`src/logic/host_irq_defines.vh`:
```
`ifndef HOST_IRQ_DEFINES_VH
`define HOST_IRQ_DEFINES_VH

// ************************************************************
// Register offsets
// ************************************************************
`define OFS_IRQ_STATUS_AND_CONTROL 8'h14
`define OFS_TEST_CONFIG_ZERO       8'h18

// ************************************************************
// irq_status_and_control fields
// ************************************************************
`define IS_ABORT   7
`define IS_SWRST   6
`define IS_SIGNAL_PROCESS_FLAG    5
`define IS_SEM     4
`define IS_CONN    3
`define IS_FLY     2
`define IS_BUSIRQ  1
`define IS_DMAIRQ  0
`define IS_RESET   8'h00

// ************************************************************
// test_config_zero fields
// ************************************************************
`define TC_BURST_DIS 7
`define TC_SNOOP_HI  6
`define TC_SNOOP_LO  5
`define TC_REGEN_PAR 4
`define TC_FIFO_PAR  3
`define TC_EVEN_PAR  2
`define TC_XFER_TYPE 1
`define TC_LINE_MODE 0
`define TC_RESET     8'h00

// ************************************************************
// Bus modes and timing
// ************************************************************
`define BUS_MODE_1 2'h0
`define BUS_MODE_2 2'h1
`define BUS_MODE_3 2'h2
`define BUS_MODE_4 2'h3
`define BURST_BEATS 3'h4

`endif

```
`src/logic/line_burst_seq.v`:
```
`timescale 1ns/1ps
`include "host_irq_defines.vh"

module line_burst_seq (
	input  wire       clk,
	input  wire       rst,
	input  wire       kill,
	input  wire       start,
	input  wire       burst_ok,
	input  wire       ready,
	input  wire       inhibit,
	output reg        ads_n_q,
	output reg        breq_n_q,
	output reg        done_q,
	output reg        inhibited_q,
	output wire       busy
);

	// ************************************************************
	// One-hot sequencer
	// ************************************************************
	localparam [2:0] S_IDLE = 3'b001;
	localparam [2:0] S_ADDR = 3'b010;
	localparam [2:0] S_DATA = 3'b100;

	reg [2:0] state_q;
	reg [2:0] beats_q;
	reg       burst_q;

	assign busy = ~state_q[0];

	always @(posedge clk or posedge rst) begin
		if (rst) begin
			state_q     <= S_IDLE;
			beats_q     <= 3'h0;
			burst_q     <= 1'b0;
			ads_n_q     <= 1'b1;
			breq_n_q    <= 1'b1;
			done_q      <= 1'b0;
			inhibited_q <= 1'b0;
		end else if (kill) begin
			state_q  <= S_IDLE;
			ads_n_q  <= 1'b1;
			breq_n_q <= 1'b1;
			done_q   <= 1'b0;
		end else begin
			done_q <= 1'b0;
			case (state_q)
				S_IDLE: begin
					if (start) begin
						state_q  <= S_ADDR;
						ads_n_q  <= 1'b0;
						breq_n_q <= ~burst_ok;
						burst_q  <= burst_ok;
						beats_q  <= 3'h0;
						// A stale inhibit from an earlier line must not show on a single transfer
						inhibited_q <= 1'b0;
					end
				end
				S_ADDR: begin
					ads_n_q <= 1'b1;
					state_q <= S_DATA;
				end
				S_DATA: begin
					if (ready) begin
						beats_q <= beats_q + 3'h1;
						// Inhibit only counts at the first ready; later beats ignore it
						if (beats_q == 3'h0 && burst_q) begin
							inhibited_q <= inhibit;
						end
						if (!burst_q || (beats_q == 3'h0 && inhibit) ||
						    beats_q == `BURST_BEATS - 3'h1) begin
							state_q  <= S_IDLE;
							breq_n_q <= 1'b1;
							done_q   <= 1'b1;
						end
					end
				end
				default: state_q <= S_IDLE;
			endcase
		end
	end

endmodule

```
`src/logic/host_irq_status_and_test_ctl.v`:
```
`timescale 1ns/1ps
`include "host_irq_defines.vh"

module host_irq_status_and_test_ctl (
	input  wire        CLK,
	input  wire        RST,
	input  wire [7:0]  REG_ADDR,
	input  wire        REG_WR,
	input  wire        REG_RD,
	input  wire [7:0]  REG_WDATA,
	output reg  [7:0]  REG_RDATA,
	output reg         REG_RPAR,
	input  wire [10:0] BUS_IRQ_EVENTS,
	input  wire        RD_BUS_CAUSE_A,
	input  wire        RD_BUS_CAUSE_B,
	input  wire [6:0]  DMA_IRQ_EVENTS,
	input  wire        RD_DMA_CAUSE,
	input  wire        RD_TEST_STATUS_TWO,
	input  wire        FLY_IRQ_INSTRUCTION,
	input  wire        SCRIPT_FLAG_WR,
	input  wire        SCRIPT_FLAG_VAL,
	input  wire        ARB_WON,
	input  wire        SEL_RESPONDED,
	input  wire        LINK_RELEASED,
	input  wire        WAIT_SEL_ACTIVE,
	input  wire        FIFO_POP,
	input  wire        FIFO_POP_PARITY,
	input  wire        PARITY_PASSTHRU,
	input  wire        BUS_MASTER,
	input  wire        SNOOP_PIN_MODE,
	input  wire        HOST_CYCLE_REQ,
	input  wire [1:0]  BUS_MODE,
	input  wire        LINE_XFER_START,
	input  wire        READY_IN_PIN_N,
	input  wire        BURST_INHIBIT_IN_N,
	output wire        ABORT_REQ,
	output wire        SOFT_RESET,
	output wire        BUS_SIGNALS_RELEASE,
	output wire        SIGNAL_PROCESS_FLAG,
	output reg         WAIT_SEL_JUMP,
	output wire        SCRIPT_HOST_FLAG,
	output wire        LINK_ATTACHED,
	output wire        BURST_DISABLE,
	output reg         SNOOP_HI_OUT,
	output reg         SNOOP_LO_OUT,
	output reg         SNOOP_OE_N,
	output wire        REGEN_RX_PARITY,
	output wire        FIFO_WR_PARITY,
	output wire        EVEN_PARITY_SELECT,
	output reg         XFER_TYPE_UPPER_PIN,
	output reg         XFER_TYPE_OE_N,
	output wire        ADDR_STROBE_PIN_N,
	output wire        BURST_REQUEST_OUT_N,
	output wire        LINE_XFER_DONE,
	output wire        BURST_INHIBITED
);

	// ************************************************************
	// Register state
	// ************************************************************
	reg       abort_q;
	reg       swrst_q;
	reg       signal_process_flag_q;
	reg       sem_q;
	reg       conn_q;
	reg       fly_q;
	reg       busirq_q;
	reg       dmairq_q;
	reg       cause_a_seen_q;
	reg       cause_b_seen_q;
	reg [7:0] tc0_q;
	reg       wait_sel_q;

	wire       wr_is = REG_WR && REG_ADDR == `OFS_IRQ_STATUS_AND_CONTROL;
	wire       wr_tc = REG_WR && REG_ADDR == `OFS_TEST_CONFIG_ZERO;
	wire [7:0] is_view = {abort_q, swrst_q, signal_process_flag_q, sem_q, conn_q, fly_q, busirq_q, dmairq_q};

	// ************************************************************
	// Interrupt status and control
	// ************************************************************
	// The register port never checks script state, so polling is
	// always safe and never stalls the script engine.
	wire bus_evt  = |BUS_IRQ_EVENTS;
	wire dma_evt  = |DMA_IRQ_EVENTS | abort_q;
	wire a_seen   = cause_a_seen_q | RD_BUS_CAUSE_A;
	wire b_seen   = cause_b_seen_q | RD_BUS_CAUSE_B;
	wire bus_clr  = a_seen & b_seen;

	always @(posedge CLK or posedge RST) begin
		if (RST) begin
			abort_q        <= 1'b0;
			swrst_q        <= 1'b0;
			signal_process_flag_q         <= 1'b0;
			sem_q          <= 1'b0;
			conn_q         <= 1'b0;
			fly_q          <= 1'b0;
			busirq_q       <= 1'b0;
			dmairq_q       <= 1'b0;
			cause_a_seen_q <= 1'b0;
			cause_b_seen_q <= 1'b0;
		end else begin
			// Software reset bit is only changed by the host or hardware reset
			if (wr_is) begin
				swrst_q <= REG_WDATA[`IS_SWRST];
			end
			if (swrst_q) begin
				// Everything else sits at its default while held
				abort_q        <= 1'b0;
				signal_process_flag_q         <= 1'b0;
				sem_q          <= 1'b0;
				conn_q         <= 1'b0;
				fly_q          <= 1'b0;
				busirq_q       <= 1'b0;
				dmairq_q       <= 1'b0;
				cause_a_seen_q <= 1'b0;
				cause_b_seen_q <= 1'b0;
			end else begin
				if (wr_is) begin
					abort_q <= REG_WDATA[`IS_ABORT];
				end
				// Host write beats a simultaneous test-status read clear
				if (wr_is) begin
					signal_process_flag_q <= REG_WDATA[`IS_SIGNAL_PROCESS_FLAG];
				end else if (RD_TEST_STATUS_TWO) begin
					signal_process_flag_q <= 1'b0;
				end
				if (SCRIPT_FLAG_WR) begin
					sem_q <= SCRIPT_FLAG_VAL;
				end else if (wr_is) begin
					sem_q <= REG_WDATA[`IS_SEM];
				end
				if (ARB_WON || SEL_RESPONDED) begin
					conn_q <= 1'b1;
				end else if (LINK_RELEASED) begin
					conn_q <= 1'b0;
				end
				if (FLY_IRQ_INSTRUCTION) begin
					fly_q <= 1'b1;
				end else if (wr_is && REG_WDATA[`IS_FLY]) begin
					fly_q <= 1'b0;
				end
				// Set beats clear on every hardware flag so stacked events survive
				if (bus_evt) begin
					busirq_q       <= 1'b1;
					cause_a_seen_q <= 1'b0;
					cause_b_seen_q <= 1'b0;
				end else if (bus_clr) begin
					busirq_q       <= 1'b0;
					cause_a_seen_q <= 1'b0;
					cause_b_seen_q <= 1'b0;
				end else begin
					cause_a_seen_q <= a_seen;
					cause_b_seen_q <= b_seen;
				end
				// Abort held high keeps re-raising the DMA flag after each read
				if (dma_evt) begin
					dmairq_q <= 1'b1;
				end else if (RD_DMA_CAUSE) begin
					dmairq_q <= 1'b0;
				end
			end
		end
	end

	assign ABORT_REQ           = abort_q;
	assign SOFT_RESET          = swrst_q;
	// Reset line itself is not driven; only the other bus signals drop
	assign BUS_SIGNALS_RELEASE = swrst_q;
	// The enable-ack, function-code and ID-mode bits live in the DMA
	// control register and must ignore SOFT_RESET there.
	assign SIGNAL_PROCESS_FLAG = signal_process_flag_q;
	assign SCRIPT_HOST_FLAG    = sem_q;
	assign LINK_ATTACHED       = conn_q;

	// ************************************************************
	// Wait-for-selection jump
	// ************************************************************
	always @(posedge CLK or posedge RST) begin
		if (RST) begin
			WAIT_SEL_JUMP <= 1'b0;
			wait_sel_q    <= 1'b0;
		end else begin
			wait_sel_q    <= WAIT_SEL_ACTIVE;
			// Pulses every other cycle while the wait stays active; the flag stays set for the script to test
			WAIT_SEL_JUMP <= WAIT_SEL_ACTIVE & signal_process_flag_q & ~swrst_q & ~WAIT_SEL_JUMP;
		end
	end

	// ************************************************************
	// Test configuration zero
	// ************************************************************
	always @(posedge CLK or posedge RST) begin
		if (RST) begin
			tc0_q <= `TC_RESET;
		end else if (swrst_q) begin
			tc0_q <= `TC_RESET;
		end else begin
			if (wr_tc) begin
				tc0_q <= REG_WDATA;
			end else if (FIFO_POP) begin
				tc0_q[`TC_FIFO_PAR] <= FIFO_POP_PARITY;
			end
		end
	end

	assign BURST_DISABLE      = tc0_q[`TC_BURST_DIS];
	assign REGEN_RX_PARITY    = tc0_q[`TC_REGEN_PAR] & PARITY_PASSTHRU;
	assign FIFO_WR_PARITY     = tc0_q[`TC_FIFO_PAR];
	assign EVEN_PARITY_SELECT = tc0_q[`TC_EVEN_PAR];

	// ************************************************************
	// Pins
	// ************************************************************
	wire line_mode = tc0_q[`TC_LINE_MODE];
	wire tt_drive  = BUS_MASTER && (BUS_MODE == `BUS_MODE_2 || BUS_MODE == `BUS_MODE_3 ||
	                 (BUS_MODE == `BUS_MODE_4 && !line_mode));

	always @(posedge CLK or posedge RST) begin
		if (RST) begin
			SNOOP_HI_OUT        <= 1'b0;
			SNOOP_LO_OUT        <= 1'b0;
			SNOOP_OE_N          <= 1'b1;
			XFER_TYPE_UPPER_PIN <= 1'b1;
			XFER_TYPE_OE_N      <= 1'b1;
		end else begin
			SNOOP_HI_OUT <= tc0_q[`TC_SNOOP_HI];
			if (SNOOP_PIN_MODE) begin
				SNOOP_LO_OUT <= HOST_CYCLE_REQ;
				SNOOP_OE_N   <= 1'b0;
			end else begin
				SNOOP_LO_OUT <= tc0_q[`TC_SNOOP_LO];
				SNOOP_OE_N   <= ~BUS_MASTER;
			end
			XFER_TYPE_UPPER_PIN <= ~tc0_q[`TC_XFER_TYPE];
			XFER_TYPE_OE_N      <= ~tt_drive;
		end
	end

	// ************************************************************
	// Cache line burst
	// ************************************************************
	// Ready and inhibit come from the host bus, which runs on CLK
	wire burst_ok = line_mode & ~tc0_q[`TC_BURST_DIS] & (BUS_MODE == `BUS_MODE_4);

	line_burst_seq u_burst (
		.clk         (CLK),
		.rst         (RST),
		.kill        (swrst_q | abort_q),
		.start       (LINE_XFER_START & BUS_MASTER),
		.burst_ok    (burst_ok),
		.ready       (~READY_IN_PIN_N),
		.inhibit     (~BURST_INHIBIT_IN_N),
		.ads_n_q     (ADDR_STROBE_PIN_N),
		.breq_n_q    (BURST_REQUEST_OUT_N),
		.done_q      (LINE_XFER_DONE),
		.inhibited_q (BURST_INHIBITED),
		.busy        ()
	);

	// ************************************************************
	// Read path
	// ************************************************************
	reg [7:0] rd_mux;

	always @* begin
		case (REG_ADDR)
			`OFS_IRQ_STATUS_AND_CONTROL: rd_mux = is_view;
			`OFS_TEST_CONFIG_ZERO:       rd_mux = tc0_q;
			default:                     rd_mux = 8'h00;
		endcase
	end

	always @(posedge CLK or posedge RST) begin
		if (RST) begin
			REG_RDATA <= 8'h00;
			REG_RPAR  <= 1'b1;
		end else if (REG_RD) begin
			REG_RDATA <= rd_mux;
			// Odd parity by default; even select flips the generated bit
			REG_RPAR  <= ~(^rd_mux) ^ tc0_q[`TC_EVEN_PAR];
		end
	end

endmodule

```
`config.mk`:
```
export PLATFORM = sky130hd
export DESIGN_NAME = host_irq_status_and_test_ctl
export DESIGN_NICKNAME = d
export VERILOG_FILES = /design/src/logic/line_burst_seq.v /design/src/logic/host_irq_status_and_test_ctl.v
export VERILOG_INCLUDE_DIRS = /design/src /design/src/logic
export SDC_FILE = /design/constraint.sdc
export NUM_CORES = 1
export LEC_CHECK = 0
export BUFFER_PORTS_ARGS = -buffer_cell sky130_fd_sc_hd__buf_2
export CORE_MARGIN = 8
export CORE_UTILIZATION = 49
export CTS_CLUSTER_SIZE = 28
export DETAILED_ROUTE_END_ITERATION = 8
export GPL_ROUTABILITY_DRIVEN = 0
export PLACE_DENSITY = 0.8
export SLEW_MARGIN = 20
export SYNTH_ARGS = -nofsm -noshare
export SYNTH_HDL_FRONTEND = slang
export SYNTH_SLANG_ARGS = --single-unit
```
`constraint.sdc`:
```
create_clock -name CLK -period 2.2 [get_ports CLK]
set_clock_uncertainty 0.15 [all_clocks]
set_input_delay 0.44 -clock CLK [delete_from_list [all_inputs] [get_ports CLK]]
set_output_delay 0.44 -clock CLK [all_outputs]
set_load 0.005 [all_outputs]
```
======== Word level (Yosys, flattened, before mapping) ========
Index checks and enable logic that the tools add are counted.
word-level totals
  bits in registers ....................... 44
  latch bits .............................. 0
  RAM bits ................................ 0
  memory bits (read-only) ................. 0
  input bits .............................. 60
  output and inout bits ................... 29
  word-level logic and storage cells ...... 159
  memories ................................ 0
cells by class
  add/subtract/negate cells ............... 1
  multiply operators ...................... 0
  divide/modulo/power cells ............... 0
  $lt $le $gt $ge ......................... 0
  equality and inequality tests ........... 15
  shift-type cells ........................ 0
  muxes and demuxes ....................... 57
  bitwise logic cells ..................... 23
  reduce and logical (&&, ||, !) cells .... 36
operator list
  operator                                                number
  two-way mux 1 bit                                       42
  nonzero test 3 bit                                      9
  two-way mux 3 bit                                       7
  equality test 8 x 5 -> 1 bit (second input constant)    2
  case mux 8 bit (2 select lines)                         1
  OR reduction 11 bit                                     1
  NOT 1 bit                                               10
  case mux 3 bit (3 select lines)                         1
  AND 1 bit                                               8
  two-way mux 8 bit                                       1
  AND reduction 4 bit                                     2
  parity 8 bit                                            1
  logical AND 1 bit                                       7
  OR reduction 7 bit                                      1
  equality test 3 x 2 -> 1 bit (second input constant)    2
  inequality test 3 x 1 -> 1 bit (second input constant)  2
  case mux 1 bit (2 select lines)                         3
  case mux 3 bit (2 select lines)                         1
  AND reduction 3 bit                                     2
  nonzero test 2 bit                                      3
  logical OR 1 bit                                        5
  AND reduction 5 bit                                     1
  equality test 2 bit (second input constant)             2
  two-way mux 4 bit                                       1
  other kinds (12)                                        17

======== Depth between registers and ports, before layout ========
Gate-level depths: netlist of run 1.
  depth in word-level cells ............... 8
  depth in mapped cells ................... 8

======== Cells and area by module ========
A second synthesis of run 1 with hierarchy kept.
unflattened totals
  cell total of the unflattened synthesis .. 227
  area total of the unflattened synthesis .. 2402.3 um2
modules (own cells, without submodules)
  module                        times used  cells an instance  area an instance (um2)  sequential area each (um2)
  host_irq_status_and_test_ctl  1           165                1719.1                  830.8
  line_burst_seq                1           62                 683.2                   279.0

======== Worst setup path before layout of run 1 ========
Ideal clock, no wire load.
  kind .................................... input port to flip-flop
  from .................................... in REG_ADDR[1]
  to ...................................... reg sem_q, in the netlist SCRIPT_HOST_FLAG
  arrival time ............................ 1.646 ns
  required time ........................... 1.918 ns
  setup slack ............................. 0.272 ns
  cell stages on the path ................. 7
  path buffers ............................ 1
  cell sequence ........................... nor4b_2 -> and2_1 -> and3_1 -> buf_2 -> mux2_1 -> mux2i_1 -> nor2_1
between the ends
  word-level cells in the longest chain between the ends .. 3
ends and longest elaborated chain
  element                       RTL line                            source
  start: declaration            host_irq_status_and_test_ctl.v:7    input wire [7:0] REG_ADDR,
  equality test 8 x 5 -> 1 bit  n/a
  logical AND 1 bit (no line)   n/a
  nonzero test 3 bit (no line)  n/a
  end signal: assignment        host_irq_status_and_test_ctl.v:130  sem_q <= REG_WDATA[`IS_SEM];
  end: declaration              host_irq_status_and_test_ctl.v:64   reg sem_q;
Every way passes these cells.
A chain may end at the register's enable or synchronous reset.

======== Worst setup path after layout of run 1 ========
  from .................................... reg u_burst.beats_q[0]
  to ...................................... reg u_burst.breq_n_q
between the ends
  word-level cells in the longest chain between the ends .. 6
ends and longest elaborated chain
  element                                     RTL line             source
  start: declaration                          line_burst_seq.v:27  reg [2:0] beats_q;
  start signal: assignment                    line_burst_seq.v:66  beats_q <= beats_q + 3'h1;
  zero test 3 bit                             line_burst_seq.v:71  if (!burst_q || (beats_q == 3'h0 && inhibit) ||
  logical AND 1 bit                           line_burst_seq.v:71
  logical OR 1 bit                            line_burst_seq.v:71
  logical OR 1 bit *                          line_burst_seq.v:71
  inequality test 3 x 1 -> 1 bit (no line) *  n/a
  AND reduction 4 bit (no line) *             n/a
  end signal: assignment                      line_burst_seq.v:53  breq_n_q <= ~burst_ok;
  end: declaration                            line_burst_seq.v:13  output reg breq_n_q,
Mark *: on every way between the ends. The rest lies on a longest branch, timed or not.

==> results of run 1 <==
## flip-flops by register name, indices dropped and copies added (netlist names), 3 cells and up
name,count
u_burst.beats_q,3
tc0_q,8
REG_RDATA,8
u_burst.state_q,3
## logic make-up (layout without fill, tap and decap cells)
| family | count (synthesis) | after routing | share of synthesized area [%] |
|---|---|---|---|
| AND/OR/NAND/NOR | 84 | 84 | 19.7 |
| AO/OA/AOI/OAI | 45 | 45 | 13.3 |
| flip-flops | 44 | 44 | 48.6 |
| buffers and inverters | 23 | 116 | 4.82 |
| multiplexers | 16 | 16 | 7.29 |
| XOR/XNOR | 9 | 9 | 4.06 |
| adder cells (fa/ha/maj) | 4 | 4 | 2.19 |
## per-layer routing
layer | part of all wire [%] | vias up
met4 | 0.99 | 0
met1 | 43 | 950
met3 | 5.9 | 6
li1 | - | 969
met5 | 0 | -
met2 | 50 | 53
## worst reg2reg max path, cell delays in order (launching register included)
cell                      delay (ns)
sky130_fd_sc_hd__dfrtp_1        0.44
sky130_fd_sc_hd__inv_1          0.08
sky130_fd_sc_hd__ha_1           0.15
sky130_fd_sc_hd__or3b_2         0.46
sky130_fd_sc_hd__a31o_2         0.28
sky130_fd_sc_hd__o21a_1         0.18
sky130_fd_sc_hd__nor2_1         0.07
sky130_fd_sc_hd__o21ai_0        0.07
sky130_fd_sc_hd__nand2_1        0.08
## report_power, final
group          switching, mW  leakage [nW]  internal (mW)  total [mW]
clock network          0.275        0.0445          0.255       0.530
registers             0.0414         0.564          0.856       0.897
logic                  0.116         0.877          0.124       0.240
## layout make-up
type / count / area share (%)
multi-input combinational: 158 / 36.9
tap: 54 / 2.35
clock buffer: 7 / 3.00
clock inverter: 1 / 0.261
timing repair buffer: 95 / 17.1
sequential: 44 / 38.6
inverter: 13 / 1.70
## worst max path at each step
stage / end / from / slack [ns] / cells past startpoint
6_report: u_burst.breq_n_q / u_burst.beats_q[0] / 0.18 / 8
5_1_grt: u_burst.breq_n_q / u_burst.beats_q[0] / 0.11 / 8
4_1_cts: u_burst.breq_n_q / u_burst.beats_q[0] / 0.18 / 8
3_5_place_dp: tc0_q[6] / REG_ADDR[1] / 0.12 / 7
3_3_place_gp: SCRIPT_HOST_FLAG / REG_ADDR[1] / 0.16 / 7
2_1_floorplan: SCRIPT_HOST_FLAG / REG_ADDR[1] / 0.27 / 7
## synth_stat cells, drive strengths merged (2+ instances only)
cell type,count
and2b,2
nand2b,4
nand3,10
a22o,6
nor4,5
a22oi,4
buf,7
dfrtp,37
o21ai,18
nand2,16
clkbuf,3
nor2,24
mux2,5
a21oi,9
and3b,2
mux2i,11
ha,4
and2,3
nor2b,2
dfstp,7
o211ai,2
xor2,7
nor3,6
or2,2
a31oi,2
inv,13
## stage by stage
step / utilization [%] / std cells / instance area, µm² / hold WS, ns / worst slack, ns
6_report: 62.5 / 372 / 2880 / 0.0388 / 0.179
5_1_grt: 62.5 / 372 / 2880 / 0.0761 / 0.107
4_1_cts: 62.5 / 372 / 2880 / 0.0532 / 0.176
3_5_place_dp: 60.5 / 364 / 2780 / 0.273 / 0.117
3_3_place_gp: 60.5 / 364 / 2780 / 0.271 / 0.163
2_1_floorplan: - / 225 / 2280 / 0.260 / 0.272
==> metrics list, run 1 <==
* Most used routing layer: met2
- Number of global-route vias before repair: 2063
- Worst r2r src: u_burst.beats_q[0]
- Number of cell rows: 25
* Critical Path, Cell by Cell: inv_1 -> ha_1 -> or3b_2 -> a31o_2 -> o21a_1 -> nor2_1 -> o21ai_0 -> nand2_1
- The largest single stage delay on the critical path is 0.46 ns.
- Summing all flip-flop and latch instances after layout gives 1110 µm².
* Count of inserted antenna diode cells: 0
* HPWL Detailed: 4540 µm
* Unique masters post-synth: 49
- Final hold violations: 0
- The synthesized design contains 0 enable-type register cells.
* Max Cap Violations: 0
- Number of setup buffers added after CTS: 0
- The first global-routing pass estimated 9490 µm of wire.
* Met2 Track Usage GR: 27.2%
- The die covers 7100 µm².
- Finish-stage setup viols: 0
- Depth of the worst register-to-register path: 8
- After detailed routing, the average wire length per cell comes to 15.2 µm.
- Classification of the worst setup path: register to register
- Clk Latency, worst-skew pair: 0.29 ns
- GR met1 Demand/Resource: 18.8%
- Largest net degree at the start of global routing: 28
- For the pin with the worst max-slew slack, the measured transition is 0.554 ns.
* Number of optimization iterations in the first detailed-route pass: 4
- Averaged over all synthesized cells, the footprint is 10.1 µm².
* Floorplan core area: 4600 µm²
- The Yosys step of the flow raised 0 warnings.
- Total design power: 1.67 mW
- The synthesized design devotes to its leading area cell type 40.6% of total area.
- Peak VDD IR: 0.000424 V
* Reg-to-reg setup timing slack: 0.18 ns
- Async set-or-reset flop fraction in the synthesized netlist: 100%
- Outcome: complete, no violations
- Required time of the critical path: 2.29 ns
- The detail route stage leaves a number of antenna-violating nets equal to 0.
- The worst setup path is captured at a register.
* Chip Height: 84.2 µm
- Port Buffer Count: 88
- Remaining global-route overflow: 0
* Clock tree from TritonCTS: built
- Using the TritonRoute via totals, the vias-per-cell ratio works out to 5.32.
* Post-synth design cell area: 2280 µm²
* Final period util: 91.9%
- Synthesis produced 225 cells.
* TritonCTS Sinks: 44
* Number of buffers inserted during clock tree synthesis: 5
- Yosys attributes the largest share of cell area to sky130_fd_sc_hd__dfrtp_1 (41%), sky130_fd_sc_hd__dfstp_2 (8.1%), sky130_fd_sc_hd__mux2i_1 (4.8%).
* Power density over the cells: 580 nW/µm²
- Final nets: 381
* Crit start category: register
- Buf/Inv on CP: 1
- The endpoint identified for the worst register-to-register timing path is u_burst.breq_n_q.
- Routing usage on met3: 4.84%
- Most used DFF post-synth: sky130_fd_sc_hd__dfrtp_1
- Footprint of the multi-input gates: 1060 µm²
* Clk pin slew, worst setup/hold paths: 0.08 ns
* Width of the die: 84.2 µm
- Most common library cell in the layout ignoring fill and taps: sky130_fd_sc_hd__buf_2
- DR DRC count: 0
- Rel. slew slack: 63.0%
- For this design, the slowest cell found on the critical path is sky130_fd_sc_hd__or3b_2.
- Along the worst path, the maximum fanout reaches 5.
- The number of antenna violations at the first check in global routing is 0.
- The longest clock path from root to sink contains 2 buffers.
* Signal arrival time at the worst endpoint: 2.11 ns
- For this block, the via count after detailed routing is 1978.
- Fraction of final layout cells with drive strength greater than 1: 41.2%
* Boundary Pins: 89
- Area growth from synthesis to layout: 26.0%
- The max-slew violation count came to 0.
- After clock tree synthesis, the flow added hold-fix buffers numbering 0.
* Time the final worst path needs with I/O delays and setup: 2.02 ns
- When the netlist entered floorplanning its net count stood at 289.
- Setup repair after global routing left no endpoint under its margin.
- Summed over all cells, the static leakage comes to 1.49 nW.
- In this run, synthesis produced a sequential element count of 44.
- Once the floorplan was initialized, standard cells occupied 49.6% of the core.
- Cell taking the most area after synthesis: sky130_fd_sc_hd__dfrtp_1
- The filler cells instantiated in the layout total 388.
- Number of design-rule violations left by the first detailed-router iteration: 65
- Class of the tightest hold or removal check: input port to async pin
- Based on the critical path, the design can be clocked at up to 495 MHz.
* Root buffer cell: sky130_fd_sc_hd__clkbuf_8
* Family with the most delay on the worst path: simple AND/OR/NAND/NOR gates
- Final TNS setup: 0 ns
- Overall routed net length: 5660 µm
* # resized after CTS: 0
* Maximum level of the CTS H-tree: 2
* Leading cell types in the layout, fill and taps excluded: sky130_fd_sc_hd__buf_2 (88), sky130_fd_sc_hd__dfrtp_1 (37), sky130_fd_sc_hd__nor2_1 (24), sky130_fd_sc_hd__o21ai_0 (18), sky130_fd_sc_hd__nand2_1 (16)
- Sequential elements use 48.6% of the synthesized area.
- GRT Resource Usage Total: 16.0%
Note: power is estimated with default switching activity, not from simulation.
==> inputs of run 2 (changes only) <==
- BUFFER_PORTS_ARGS: -buffer_cell sky130_fd_sc_hd__buf_2 -> -buffer_cell sky130_fd_sc_hd__buf_4
- CORE_UTILIZATION: 49 -> 44
- CTS_CLUSTER_SIZE: 28 -> 10
- PLACE_DENSITY: 0.8 -> 0.76
- clock period: 2.2 -> 1.7 ns (I/O delays scaled with it)
==> run 2 against run 1 <==
  * The run now ends with negative setup slack left
  * Register-to-register slack got worse by 0.35 ns
  * Non-clock buffer count increased by 35
  * Global-route usage rose by 1.0 points
  * Maximum frequency rose by 8.3%
  * Sequential power increased by 28%
  * First-iteration DRC count decreased by 12%
  * Cell area rose by 20%
==> metrics list, run 2 (same netlist as run 1, synthesis figures left out) <==
- Outcome: finished, violations left
- Failing checks: negative setup slack
- Count of inserted antenna diode cells: 0
- Required time of the critical path: 1.80 ns
- Depth of the worst register-to-register path: 8
- TritonCTS Sinks: 44
- The floorplan step defined a die boundary enclosing 7750 µm².
- The H-tree was split into 2 levels.
* Combinational share of power: 20.6%
- Endpoint kind of the worst setup timing path: register
- Number of global-route vias before repair: 2219
* Root buffer cell: sky130_fd_sc_hd__clkbuf_8
- Final nets: 416
- Clock group share of total power: 28.4%
- Met3 routed WL: 389 µm
- HPWL Detailed: 5100 µm
* Sequential Power Share: 51.0%
* GRT Resource Usage Total: 17.0%
* Number of optimization iterations in the first detailed-route pass: 4
- F_max: 536 MHz
- STA puts the critical path data arrival time at 1.96 ns.
* Initial Util: 45.3%
* Clock tree from TritonCTS: built
- Leading cell types in the layout, fill and taps excluded: sky130_fd_sc_hd__buf_4 (125), sky130_fd_sc_hd__dfrtp_1 (36), sky130_fd_sc_hd__nor2_1 (24), sky130_fd_sc_hd__nand2_1 (16), sky130_fd_sc_hd__o21ai_0 (14)
* Initial antenna violation count: 0
- Worst-case clock buffer depth: 2
- Unrepaired setup endpoints after global routing: true
- Final routed wire length divided by cell count: 15.2 µm
- At the later pin of the worst-skew pair, clock insertion delay measures 0.30 ns.
- Internal portion of total power: 1.67 mW
- In the final routing, the length of wire on met1 measures 2730 µm.
- The routed design has 6420 µm of wire.
* Destination of the worst register-to-register timing path: u_burst.breq_n_q
* Post-route ant nets: 0
- DP Worst Slack: -0.222 ns
- Floorplan core area: 5040 µm²
* Reg-to-reg setup timing slack: -0.17 ns
- Leading registers by flop count: REG_RDATA: 8 flops, tc0_q: 8 flops
* Chip Height: 88.0 µm
- Finish-stage setup viols: 3
* Sw Ratio: 25.9%
- Worst Tran Pin Value: 0.430 ns
- Peak VDD IR: 0.000356 V
- Crit-path max FO: 3
- The count of buffers added on input and output ports is 88.
- The max-slew violation count was 0.
- Number of inserted filler cells in the final layout: 400
- Dividing the detail-routed via count by the number of cells gives 4.98.
- For this design the total switching power over the nets is 0.583 mW.
- End point of the most critical hold path: SNOOP_OE_N
* Class of the tightest hold or removal check: input port to register
* Area growth from synthesis to layout: 51.8%
* Hold path start: BUS_MASTER
- Max layer used: met4
- Classification of the worst setup path: register to register
* Max Cap Violations: 0
- After detailed routing, the number of remaining DRC violations is 0.
- Number of design-rule violations left by the first detailed-router iteration: 57
* Number of buffers inserted during clock tree synthesis: 5
* Width of the die: 88.0 µm
- Clock-pin slew was measured on the worst setup and hold paths at 0.08 ns.
- Reported leakage power: 1.76 nW
* Crit start category: register
- The floorplan has 26 rows.
- After layout, the worst setup slack is -0.166 ns.
* Worst r2r src: u_burst.beats_q[0]
* Remaining global-route overflow: 0
- 89 I/O pins were placed.
- The smallest clock period supported by the final layout is computed as 1.87 ns.
- Along the worst hold path, the cell count comes to 2.
- Final period util: 110%
- Total via count in the routed design: 2105
- First element of the critical path: u_burst.beats_q[0]
* Fraction of final layout cells with drive strength greater than 1: 49.0%
* Routed length on met2: 3190 µm
- Final hold violations: 0
- Leaving out fill and tap cells, the most frequent cell in the layout is sky130_fd_sc_hd__buf_4.
- Rel. slew slack: 71.3%
- Power density over the cells: 650 nW/µm²
* Largest net degree at the start of global routing: 27
- Setup total negative slack on the finished layout was measured at -0.234 ns.
- The first global-routing pass estimated 10200 µm of wire.
## run 2: per-stage QoR
step / cell area [µm²] / hold WS [ns] / std cells / utilization (%) / power (mW)
3_3_place_gp: 3260 / 0.220 / 405 / 64.7 / 1.59
5_1_grt: 3460 / 0.0246 / 423 / 68.7 / 2.37
6_report: 3460 / 0.0274 / 423 / 68.7 / 2.25
4_1_cts: 3410 / 0.00884 / 419 / 67.7 / 2.27
3_5_place_dp: 3260 / 0.225 / 405 / 64.7 / 1.60
2_1_floorplan: 2310 / 0.217 / 225 / - / 1.35
## run 2: worst max-delay path by stage
stage | end | slack [ns]
floorplan | u_burst.breq_n_q | -0.08
global placement | SCRIPT_HOST_FLAG | -0.17
detailed placement | SCRIPT_HOST_FLAG | -0.22
CTS | u_burst.breq_n_q | -0.13
global route | u_burst.breq_n_q | -0.26
finish | u_burst.breq_n_q | -0.17
## run 2: what timing repair did
action,4_1_cts,5_1_grt
hold buffers,2,0
setup endpoints to repair,5,8
hold endpoints to repair,12,0
pin swaps,9,9
setup buffers,4,4
gates resized for setup,7,3
## run 2: power groups by stage
| stage | clock (mW) | sequential [mW] | combinational, mW |
|---|---|---|---|
| 2_1_floorplan | 0 | 1.17 | 0.184 |
| 3_3_place_gp | 0 | 1.17 | 0.426 |
| 3_5_place_dp | 0 | 1.17 | 0.435 |
| 4_1_cts | 0.664 | 1.15 | 0.456 |
| 5_1_grt | 0.711 | 1.15 | 0.507 |
| 6_report | 0.640 | 1.15 | 0.464 |
## run 2: critical path, cell delays in order, from the launching register on
cell	delay, ns
sky130_fd_sc_hd__dfrtp_1	0.39
sky130_fd_sc_hd__inv_1	0.06
sky130_fd_sc_hd__ha_2	0.16
sky130_fd_sc_hd__or3b_4	0.39
sky130_fd_sc_hd__a31o_4	0.25
sky130_fd_sc_hd__o21a_1	0.16
sky130_fd_sc_hd__nor2_1	0.10
sky130_fd_sc_hd__o21ai_1	0.09
sky130_fd_sc_hd__nand2_1	0.07
## run 2: routing by layer
metal  vias to the layer above  global-route usage (%)
li1                       1036                       -
met1                       998                    20.3
met2                        63                    27.2
met3                         8                    6.00
met4                         0                    7.07
met5                         -                       0
## run 2: cell type report
type | instances | area, µm² | area share (%)
clock buffer | 5 | 68.8 | 1.99
clock inverter | 3 | 18.8 | 0.542
inverter | 13 | 48.8 | 1.41
multi-input combinational | 158 | 1110 | 32.0
sequential | 44 | 1110 | 32.1
tap | 70 | 87.6 | 2.53
timing repair buffer | 130 | 1020 | 29.4
==> inputs of run 3 (changes only) <==
- CORE_UTILIZATION: 44 -> 49
- GPL_ROUTABILITY_DRIVEN: 0 -> not set
- PLACE_DENSITY: 0.76 -> 0.8
- clock period: 1.7 -> 2.06 ns (I/O delays scaled with it)
==> run 3 against run 2 <==
  * The run now ends clean
  * Sequential power down 17%
  * Flip-flop and latch count unchanged
  * Clock power up 0.8%
  * Routed wire length down 6.6%
  * Combinational power down 31%
  * Cell area down 7.7%
  * Non-clock buffer count down 27
  * Total power down 15%
  * Critical path depth unchanged
==> metrics list, run 3 (same netlist as run 1, synthesis figures left out) <==
- Summed over all failing endpoints, the final setup total negative slack is 0 ns.
- Worst setup margin: 0.171 ns
- Number of global-route vias before repair: 2105
- Time the final worst path needs with I/O delays and setup: 1.89 ns
- The signal on the critical path passes through inv_1 -> ha_1 -> or3b_4 -> a31o_4 -> o21a_1 -> nor2_1 -> o21ai_0 -> nand2_1.
- Final routed wire length divided by cell count: 15.8 µm
- Rel. slew slack: 72.9%
- The startpoint identified for the worst register-to-register timing path is u_burst.beats_q[1].
- DR DRC count: 0
* Max-slew violation count: 0
* Count of inserted antenna diode cells: 0
- Leaving out fill and tap cells, the most frequent cell in the layout is sky130_fd_sc_hd__buf_4.
- Endpoint kind of the worst setup timing path: register
* Finish-stage setup viols: 0
- In this run the core area contains 25 standard-cell rows.
- Final nets: 389
* Number of buffers inserted during clock tree synthesis: 5
- Post-route non-filler standard cell count: 380
- Crit start category: register
- Initial Util: 49.6%
* Peak VDD IR: 0.000474 V
- The number of cells on the worst reg-to-reg path is 8.
- The H-tree generated during clock tree synthesis spans 2 levels.
- Class of the tightest hold or removal check: input port to register
* First element of the critical path: u_burst.beats_q[1]
- After clock tree synthesis, the clock-pin slew on the worst setup and hold paths is 0.08 ns.
* Post-route ant nets: 0
* Post-place instance area: 3050 µm²
- Final hold violations: 0
- Clock latency on the worst-skew pair, taken at its later pin, is 0.29 ns.
- Leading cell types in the layout, fill and taps excluded: sky130_fd_sc_hd__buf_4 (101), sky130_fd_sc_hd__dfrtp_1 (37), sky130_fd_sc_hd__nor2_1 (24), sky130_fd_sc_hd__o21ai_0 (18), sky130_fd_sc_hd__nand2_1 (16)
- The core region is 4600 µm².
* Reported leakage power: 1.61 nW
* Layout Utilization: 69.5%
- Prior to clock tree synthesis, the placed netlist has a worst setup slack of 0.0355 ns.
- Including well taps, the total number of placed cells is 369.
* Boundary Pins: 89
* Remaining global-route overflow: 0
- Area growth from synthesis to layout: 40.0%
- The number of antenna violations at the first check in global routing is 0.
- Final period util: 91.7%
* Signal arrival time at the worst endpoint: 1.98 ns
* Number of design-rule violations left by the first detailed-router iteration: 92
- Width of the die: 84.2 µm
* Classification of the worst setup path: register to register
- CTS placed an instance of sky130_fd_sc_hd__clkbuf_8 at the clock tree root.
- The routed layout has 1999 vias.
* F_max: 529 MHz
- Setup slack on the worst reg-to-reg path comes out at 0.17 ns.
* Cell area after layout: 3200 µm²
* GRT Resource Usage Total: 16.8%
- The longest clock path from root to sink contains 2 buffers.
- The run finished with clean final reports.
* Crit-path max FO: 3
* Overall routed net length: 5990 µm
- Leading registers by flop count: REG_RDATA: 8 flops, tc0_q: 8 flops
* Port Buffer Count: 88
- The first detailed-routing pass ran for 6 iterations.
* Gp weighted congestion: 0.824
* Unrepaired setup endpoints after global routing: false
- Chip Height: 84.2 µm
* Slowest cell on crit path: sky130_fd_sc_hd__dfrtp_1
- The endpoint identified for the worst register-to-register timing path is u_burst.breq_n_q.
- Across the run, the number of max-cap violations was 0.
* Number of cells on the worst hold path: 2
- Entering global routing, the biggest net connects 22 pins.
- Of the cells placed in the final design, the portion with a size suffix greater than 1 is 42.3%.
- In this run the most critical hold path is launched from SNOOP_PIN_MODE.
- End point of the most critical hold path: SNOOP_OE_N
- HPWL Detailed: 4940 µm
* Die area: 7100 µm²
- STA puts the critical path data required time at 2.15 ns.
* Worst hold margin: 0.0878 ns
* Worst Tran Pin Value: 0.403 ns
* TritonCTS Sinks: 44
- TritonCTS built the clock tree.
- Power density over the cells: 602 nW/µm²
* Total design power: 1.92 mW
* Max incr delay on CP: 0.40 ns
- Wire length of the first global-routing pass: 9890 µm
* Average via count per standard cell: 5.26
[run 3: changes by cell type in the layout (fill, tap and decap cells not counted), moves of 2 or more]
cell	before	now
sky130_fd_sc_hd__buf_12	3	1
sky130_fd_sc_hd__buf_4	125	101
sky130_fd_sc_hd__ha_1	1	4
sky130_fd_sc_hd__ha_2	3	0
sky130_fd_sc_hd__mux2_4	2	0
sky130_fd_sc_hd__o21ai_0	14	18
sky130_fd_sc_hd__o21ai_1	4	0
[run 3: where the power goes]
| group | leakage [nW] | internal (mW) | switching, mW |
|---|---|---|---|
| clock | 0.0552 | 0.360 | 0.285 |
| sequential | 0.564 | 0.914 | 0.0420 |
| combinational | 0.986 | 0.189 | 0.132 |
[run 3: final cells by class]
| type | count | area [µm²] |
|---|---|---|
| Clock buffer | 6 | 72.6 |
| Clock inverter | 2 | 35.0 |
| Fill cell | 366 | 1400 |
| Inverter | 13 | 48.8 |
| Multi-Input combinational cell | 158 | 1070 |
| Sequential cell | 44 | 1110 |
| Tap cell | 54 | 67.6 |
| Timing Repair Buffer | 103 | 788 |
[run 3: worst max path at each step]
stage               depth (start not counted)                to
detailed placement                          7          tc0_q[7]
global route                                8  u_burst.breq_n_q
finish                                      8  u_burst.breq_n_q
CTS                                         8  u_burst.breq_n_q
global placement                            7  SCRIPT_HOST_FLAG
floorplan                                   7  SCRIPT_HOST_FLAG
[run 3: critical path: cells and delay by family (launching register included)]
family                     cells  cell delay (ns)
buffers and inverters          1             0.06
AOI/OAI and AO/OA              3             0.53
DFF                            1             0.40
and+or+nand+nor                3             0.54
adders and majority gates      1             0.15
[run 3: layer usage]
| metal | GRT usage, % | wire length [µm] | vias to the layer above | part of all wire (%) |
|---|---|---|---|---|
| met5 | 0 | 0 | - | 0 |
| met4 | 7.69 | 131 | 0 | 2.2 |
| met3 | 5.23 | 382 | 11 | 6.4 |
| met2 | 27.9 | 3080 | 61 | 51 |
| met1 | 19.1 | 2400 | 945 | 40 |
| li1 | - | - | 982 | - |
[run 3: timing repair]
action,4_1_cts,5_1_grt
hold endpoints to repair,12,0
buffers inserted,0,2
hold buffers,1,0
setup endpoints to repair,0,1
gates resized for setup,0,2
